File: src/vpg_pkg.sv
// Constants and types for the video port pin GPIO block
`default_nettype none

package vpg_pkg;

    // ==========================================================
    // Widths
    localparam int unsigned REG_W  = 32;
    localparam int unsigned ADDR_W = 8;
    localparam int unsigned PIN_W  = 23;

    // ==========================================================
    // Register offsets
    localparam logic [ADDR_W-1:0] OFS_FUNC = 8'h00;
    localparam logic [ADDR_W-1:0] OFS_DIR  = 8'h04;
    localparam logic [ADDR_W-1:0] OFS_IN   = 8'h08;
    localparam logic [ADDR_W-1:0] OFS_OUT  = 8'h0C;
    localparam logic [ADDR_W-1:0] OFS_SET  = 8'h10;
    localparam logic [ADDR_W-1:0] OFS_CLR  = 8'h14;

    // ==========================================================
    // Writable masks and reset values
    localparam logic [REG_W-1:0] FUNC_WMASK = 32'h0070_0401;
    localparam logic [REG_W-1:0] DIR_WMASK  = 32'h0071_1111;
    localparam logic [REG_W-1:0] DATA_MASK  = 32'h007F_F3FC;
    localparam logic [REG_W-1:0] REG_RESET  = 32'h0000_0000;

    // ==========================================================
    // Field positions
    localparam int unsigned FS_DATA_LO = 0;
    localparam int unsigned FS_DATA_HI = 10;
    localparam int unsigned DIR_D3_2   = 0;
    localparam int unsigned DIR_D7_4   = 4;
    localparam int unsigned DIR_D9_8   = 8;
    localparam int unsigned DIR_D15_12 = 12;
    localparam int unsigned DIR_D19_16 = 16;
    localparam logic [REG_W-1:0] CTL_MASK = 32'h0070_0000;

    // ==========================================================
    // Pin groups
    localparam logic [REG_W-1:0] GRP_D3_2   = 32'h0000_000C;
    localparam logic [REG_W-1:0] GRP_D7_4   = 32'h0000_00F0;
    localparam logic [REG_W-1:0] GRP_D9_8   = 32'h0000_0300;
    localparam logic [REG_W-1:0] GRP_D15_12 = 32'h0000_F000;
    localparam logic [REG_W-1:0] GRP_D19_16 = 32'h000F_0000;
    localparam logic [REG_W-1:0] GRP_D9_2   = 32'h0000_03FC;
    localparam logic [REG_W-1:0] GRP_D19_12 = 32'h000F_F000;

    // ==========================================================
    // Carriers
    typedef struct packed {
        logic [ADDR_W-1:0] addr;
        logic [REG_W-1:0]  wdata;
        logic              wr;
        logic              rd;
    } vpg_req_t;

    typedef struct packed {
        logic [PIN_W-1:0] out;
        logic [PIN_W-1:0] oe;
    } vpg_pin_t;

endpackage : vpg_pkg

`default_nettype wire

File: src/vpg_gpio.sv
// Video port pin GPIO: function select, direction, input and output data
//
// Local design decisions: the register offsets and the strobed register port.
`timescale 1ns/1ps
`default_nettype none

// Functional notes
// Bit 12 sets data pins 15-12 direction
// Bit 8 sets data pins 9-8 direction
// Bit 4 sets data pins 7-4 direction
// Bit 0 sets data pins 3-2 direction
// Reserved bits read zero, writes ignored
// Input register read-only, always shows pins
// Input bits 22-20 show control pins 3-1
// Input bits 19-2 show data pins
// Output bit drives pin only as output
// Output writes leave non-GPIO-output pins alone
// Direct output write loads writable bits
// Output read returns register, not pins
// Set alias one forces bit high
// Clear alias one forces bit low
// Direction acts only on GPIO-selected pins
// Bits 22-20, 16 set control, data 19-16
// Alias zero no effect, set reads zero
// Pins synchronised before input register
// Simultaneous set and clear: clear wins

module vpg_gpio
    import vpg_pkg::*;
(
    input  wire logic            core_clk,
    input  wire logic            rstn,
    input  wire vpg_pkg::vpg_req_t reg_req,
    output var  logic [31:0]     reg_rdata,
    input  wire logic [22:0]     pin_in,
    input  wire vpg_pkg::vpg_pin_t video_drive,
    output var  vpg_pkg::vpg_pin_t pin_drive
);
    import vpg_pkg::*;

    // ==========================================================
    // Decode helpers
    function automatic logic [REG_W-1:0] dir_expand(input logic [REG_W-1:0] dir);
        logic [REG_W-1:0] m;
        m = dir & CTL_MASK;
        if (dir[DIR_D3_2])   m = m | GRP_D3_2;
        if (dir[DIR_D7_4])   m = m | GRP_D7_4;
        if (dir[DIR_D9_8])   m = m | GRP_D9_8;
        if (dir[DIR_D15_12]) m = m | GRP_D15_12;
        if (dir[DIR_D19_16]) m = m | GRP_D19_16;
        return m;
    endfunction : dir_expand

    function automatic logic [REG_W-1:0] gpio_expand(input logic [REG_W-1:0] fs);
        logic [REG_W-1:0] m;
        m = fs & CTL_MASK;
        if (fs[FS_DATA_LO]) m = m | GRP_D9_2;
        if (fs[FS_DATA_HI]) m = m | GRP_D19_12;
        return m;
    endfunction : gpio_expand

    function automatic logic [REG_W-1:0] widen(input logic [PIN_W-1:0] v);
        return {{(REG_W-PIN_W){1'b0}}, v};
    endfunction : widen

    // ==========================================================
    // State
    typedef struct packed {
        logic [REG_W-1:0] func;
        logic [REG_W-1:0] dir;
        logic [REG_W-1:0] dout;
        logic [PIN_W-1:0] sync1;
        logic [PIN_W-1:0] sync2;
        logic [PIN_W-1:0] sync3;
        logic [PIN_W-1:0] level;
        logic [REG_W-1:0] rdata;
        logic [PIN_W-1:0] pout;
        logic [PIN_W-1:0] poe;
    } vpg_state_t;

    vpg_state_t       st_ff;
    vpg_state_t       nxt_st;
    logic [REG_W-1:0] gpio_m;
    logic [REG_W-1:0] out_m;

    assign gpio_m = gpio_expand(st_ff.func);
    assign out_m  = gpio_m & dir_expand(st_ff.dir);

    // ==========================================================
    // Next state
    always_comb begin
        logic [REG_W-1:0] set_m;
        logic [REG_W-1:0] clr_m;
        logic [PIN_W-1:0] agree;
        set_m  = REG_RESET;
        clr_m  = REG_RESET;
        agree  = '0;
        nxt_st = st_ff;

        // Writes; reserved positions never stored
        if (reg_req.wr) begin
            unique case (reg_req.addr)
                OFS_FUNC: nxt_st.func = reg_req.wdata & FUNC_WMASK;
                OFS_DIR:  nxt_st.dir  = reg_req.wdata & DIR_WMASK;
                OFS_OUT:  nxt_st.dout = reg_req.wdata & DATA_MASK;
                OFS_SET:  set_m       = reg_req.wdata & DATA_MASK;
                OFS_CLR:  clr_m       = reg_req.wdata & DATA_MASK;
                default:  ;
            endcase
        end
        // Zero bits of an alias leave the bit alone; clear applied last
        nxt_st.dout = (nxt_st.dout | set_m) & ~clr_m;

        // Three-stage capture, a change counts once stages two and three agree
        nxt_st.sync1 = pin_in;
        nxt_st.sync2 = st_ff.sync1;
        nxt_st.sync3 = st_ff.sync2;
        agree        = ~(st_ff.sync2 ^ st_ff.sync3);
        nxt_st.level = (st_ff.sync2 & agree) | (st_ff.level & ~agree);

        // Read data, valid the cycle after the strobe only
        nxt_st.rdata = REG_RESET;
        if (reg_req.rd) begin
            unique case (reg_req.addr)
                OFS_FUNC: nxt_st.rdata = st_ff.func;
                OFS_DIR:  nxt_st.rdata = st_ff.dir;
                OFS_IN:   nxt_st.rdata = widen(st_ff.level) & DATA_MASK;
                OFS_OUT:  nxt_st.rdata = st_ff.dout;
                default:  nxt_st.rdata = REG_RESET;
            endcase
        end

        // Pin drive: GPIO outputs take the register, non-GPIO pins keep video function
        nxt_st.pout = (st_ff.dout[PIN_W-1:0] & out_m[PIN_W-1:0])
                    | (video_drive.out & ~gpio_m[PIN_W-1:0]);
        nxt_st.poe  = (out_m[PIN_W-1:0]
                    | (video_drive.oe & ~gpio_m[PIN_W-1:0]))
                    & DATA_MASK[PIN_W-1:0];
    end

    // ==========================================================
    // Registers; level reset to zero so early reads are defined
    always_ff @(posedge core_clk or negedge rstn) begin
        if (!rstn) begin
            st_ff <= '0;
        end else begin
            st_ff <= nxt_st;
        end
    end

    assign reg_rdata     = st_ff.rdata;
    assign pin_drive     = '{out: st_ff.pout, oe: st_ff.poe};
endmodule : vpg_gpio

`default_nettype wire

File: config.mk
export PLATFORM = sky130hd
export DESIGN_NAME = vpg_gpio
export DESIGN_NICKNAME = d
export VERILOG_FILES = /design/src/vpg_pkg.sv /design/src/vpg_gpio.sv
export SDC_FILE = /design/constraint.sdc
export NUM_CORES = 1
export LEC_CHECK = 0
export ABC_AREA = 1
export ABC_CLOCK_PERIOD_IN_PS = 1000
export BUFFER_PORTS_ARGS = -buffer_cell sky130_fd_sc_hd__buf_2
export CORE_ASPECT_RATIO = 0.75
export CORE_MARGIN = 2
export CORE_UTILIZATION = 47
export DETAILED_ROUTE_END_ITERATION = 12
export PLACE_DENSITY = 0.77
export SLEW_MARGIN = 0
export SYNTH_ARGS = -nofsm -noshare
export SYNTH_HDL_FRONTEND = slang
export SYNTH_SLANG_ARGS = --single-unit
export TNS_END_PERCENT = 20
File: constraint.sdc
create_clock -name core_clk -period 1 [get_ports core_clk]
set_input_delay 0.3 -clock core_clk [delete_from_list [all_inputs] [get_ports core_clk]]
set_output_delay 0.3 -clock core_clk [all_outputs]
set_load 0.02 [all_outputs]
==> key figures <==
Status
  – Outcome: finished, violations left
  – Failing checks: negative setup slack

Setup path
  – Crit-path leading delay family: flip-flops
  – Reg-to-reg endpoint: pin_drive[5]
  – CP Launch Type: flip-flop
  – CP peak stage delay: 0.42 ns
  – Reg2reg path depth: 3
  – R2r setup slk: 0.04 ns
  – CP max FO: 1
  – Crit path buf inv count: 1
  – Reg2reg start: st_ff[234]
  – CP required: 0.70 ns
  – WS Path Type: flip-flop to output pin
  – Slowest CP cell: dfrtp_1
  – CP arrival: 0.99 ns
  – CP endpoint kind: output pin
  – Crit-path cells: buf_6

Global routing
  – Gr ovfl total: 0
  – Initial antenna violation count: 2
  – Largest net degree at the start of global routing: 37
  – Number of global-route vias before repair: 4553
  – First-pass GRT wire length: 23.4 mm
  – Total track usage: 20.1%

Drt
  – WL met1: 6.61 mm
  – Routed WL: 15.0 mm
  – Met3 WL post-DR: 1.25 mm
  – Vias per inst: 4.65
  – Vias: 4604
  – Top layer in use: met5
  – Drt pass-1 iters: 6
  – Routed Antenna Nets: 0
  – DRC Markers: 0
  – Routed met2 length: 7.00 mm
  – Avg WL per Cell: 15.1 µm
  – Initial DRC Count: 319

Worst hold path
  – Hold Path Class: input port to flip-flop
  – Hold Path End: pin_drive[45]
  – Hold Path Depth: 3
  – Min-delay src: video_drive[45]

Synthesis
  – Post-synthesis compound-gate area fraction: 6.77%
  – Post-Synth Simple-Gate Area: 13.1%
  – Top post-synthesis cells by area: dfrtp_1 63%, buf_4 9.1%, nand3_1 4.8%
  – Share of the synthesized area in the top cell type: 62.6%
  – Cell area after synthesis: 6840 µm²
  – Mapped Cells: 631
  – Syn_area_per_cell: 10.8 µm²
  – Yosys warns: 0
  – Largest family of logic cells by synthesized area: buffers and inverters
  – Synth Area in XOR/XNOR: 0%
  – #FFs+latches synth: 171
  – Post-synthesis mux area share: 0.494%
  – Largest area contributor in the netlist: dfrtp_1
  – Post-synthesis sequential area ratio: 62.6%
  – Post-Synth Adder-Cell Area: 2.78%
  – Count of cell types in the netlist: 24

Die
  – Initial Util: 47.6%
  – Site row count: 38
  – CORE AREA: 14400 µm²
  – Die X: 143 µm
  – Die height: 108 µm
  – Die footprint: 15500 µm²
  – Num ports: 191

Clocking
  – CTS Sinks: 171
  – Root buffer selected by CTS: clkbuf_16
  – Reg clk slew, reported paths: 0.07 ns
  – Skew-Pair Late Insertion Delay: 0.43 ns
  – CTS tree: built
  – TritonCTS Buffers: 17
  – H-Tree Depth: 4
  – Max Buffers Root-to-Sink: 2
  – Setup bufs post-CTS: 0

STA
  – Max Fclk: 777 MHz
  – Max Slew Vio Count: 0
  – Setup TNS: -14.64 ns
  – Fin crit share: 129%
  – RSZ-0062 raised after global routing: true
  – PnR worst setup slack: -0.287 ns
  – Final setup viols: 63
  – Hold Vio Cnt, Final: 0
  – Worst Clk Skew: 0.0126 ns
  – Min cycle time layout: 1.29 ns

Layout
  – Synth-to-Final Area Change: 28.4%
  – Commonest non-fill, non-tap cell in the layout: dfrtp_1
  – Final instance area: 8780 µm²
  – NumNets Final: 890
  – Commonest cells after routing, fill and taps aside: 169 x dfrtp_1, 122 x buf_2, 65 x nand2_1
  – Layout cells sized above 1: 37.3%

Power
  – Switching Share: 26.0%
  – Peak supply drop: 1140 µV
  – Internal: 11.2 mW
  – Logic pwr share: 8.7%
  – Clock network power share: 41.3%
  – Cell Pwr Density: 1720 nW/µm²
  – Switch Pwr: 3.92 mW
  – Leak: 4.25 nW
  – Sequential share of power: 50.0%

Placement
  – Placed cell areas: 7740 µm²
  – Port Buf Inserts: 156
  – GP Congestion: 0.786
  – Post-DP HPWL: 10.4 mm

Job
  – # Max-Cap Violations: 0
worst min-delay path, cell delays in order:
cell and delay, ns:
buf_2 0.09, inv_1 0.04, o21ai_0 0.06
cells in the mapped netlist, drive strengths merged:
master    n
dfrtp   171
buf      90
nand2    90
inv      67
nand3    67
o21ai    47
nor2     35
a21oi    32
maj3     19
clkbuf    7
mux2      3
clkinv    1
conb      1
nand4     1
what timing repair did:
| item | 4_1_cts | 5_1_grt |
|---|---|---|
| endpoints found under the hold margin | 36 | 0 |
| endpoints found under the setup margin | 85 | 110 |
| cloned | 0 | 0 |
| resized for setup | 36 | 39 |
| pin swaps | 0 | 5 |
| hold buffers | 24 | 0 |
worst max path at each step:
stage                  from            to  slack, ns  cells past startpoint
4_1_cts        pin_drive[3]  pin_drive[3]      -0.29                      1
2_1_floorplan   reg_req[35]    st_ff[222]      -0.20                      7
6_report       pin_drive[3]  pin_drive[3]      -0.29                      1
3_5_place_dp    reg_req[39]    st_ff[184]      -0.49                      8
3_3_place_gp    reg_req[39]    st_ff[190]      -0.43                      8
5_1_grt        pin_drive[3]  pin_drive[3]      -0.33                      1
stage by stage:
step / setup slack [ns] / std cells / util [%] / hold slack, ns / power [mW]
2_1_floorplan: -0.201 / 645 / - / 0.00441 / 8.32
3_5_place_dp: -0.487 / 934 / 53.9 / 0.184 / 8.85
6_report: -0.287 / 991 / 61.2 / 0.107 / 15.1
4_1_cts: -0.292 / 990 / 60.3 / 0.0961 / 15.2
3_3_place_gp: -0.429 / 934 / 53.9 / 0.181 / 8.81
5_1_grt: -0.332 / 991 / 61.2 / 0.102 / 15.7
routing by layer:
metal | global-route usage, % | vias up
li1 | - | 2209
met3 | 6.82 | 13
met1 | 26.9 | 2234
met4 | 5.39 | 2
met2 | 31.5 | 146
met5 | 0 | -
layout make-up:
cell class              count  area, µm²
flip-flops and latches    171       4280
multi-input cells         309       1800
inverters                  68        303
clock inverters            14        130
clock buffers              18        429
diodes                      1       2.50
repair buffers            210       1590
well taps                 200        250
fillers                  1160       5580
power by group through the flow:
stage,clock network (mW),logic (mW),registers (mW)
floorplan,0,0.748,7.57
CTS,6.33,1.28,7.54
global route,6.70,1.45,7.59
global placement,0,1.16,7.65
finish,6.23,1.31,7.55
detailed placement,0,1.19,7.66
logic make-up after synthesis:
kind of cell | after synthesis
mux | 3
fa+ha+maj | 19
compound gates | 79
other cells | 1
simple gates | 193
flops | 171
buf+inv | 165
(Power assumes the default switching activity.)
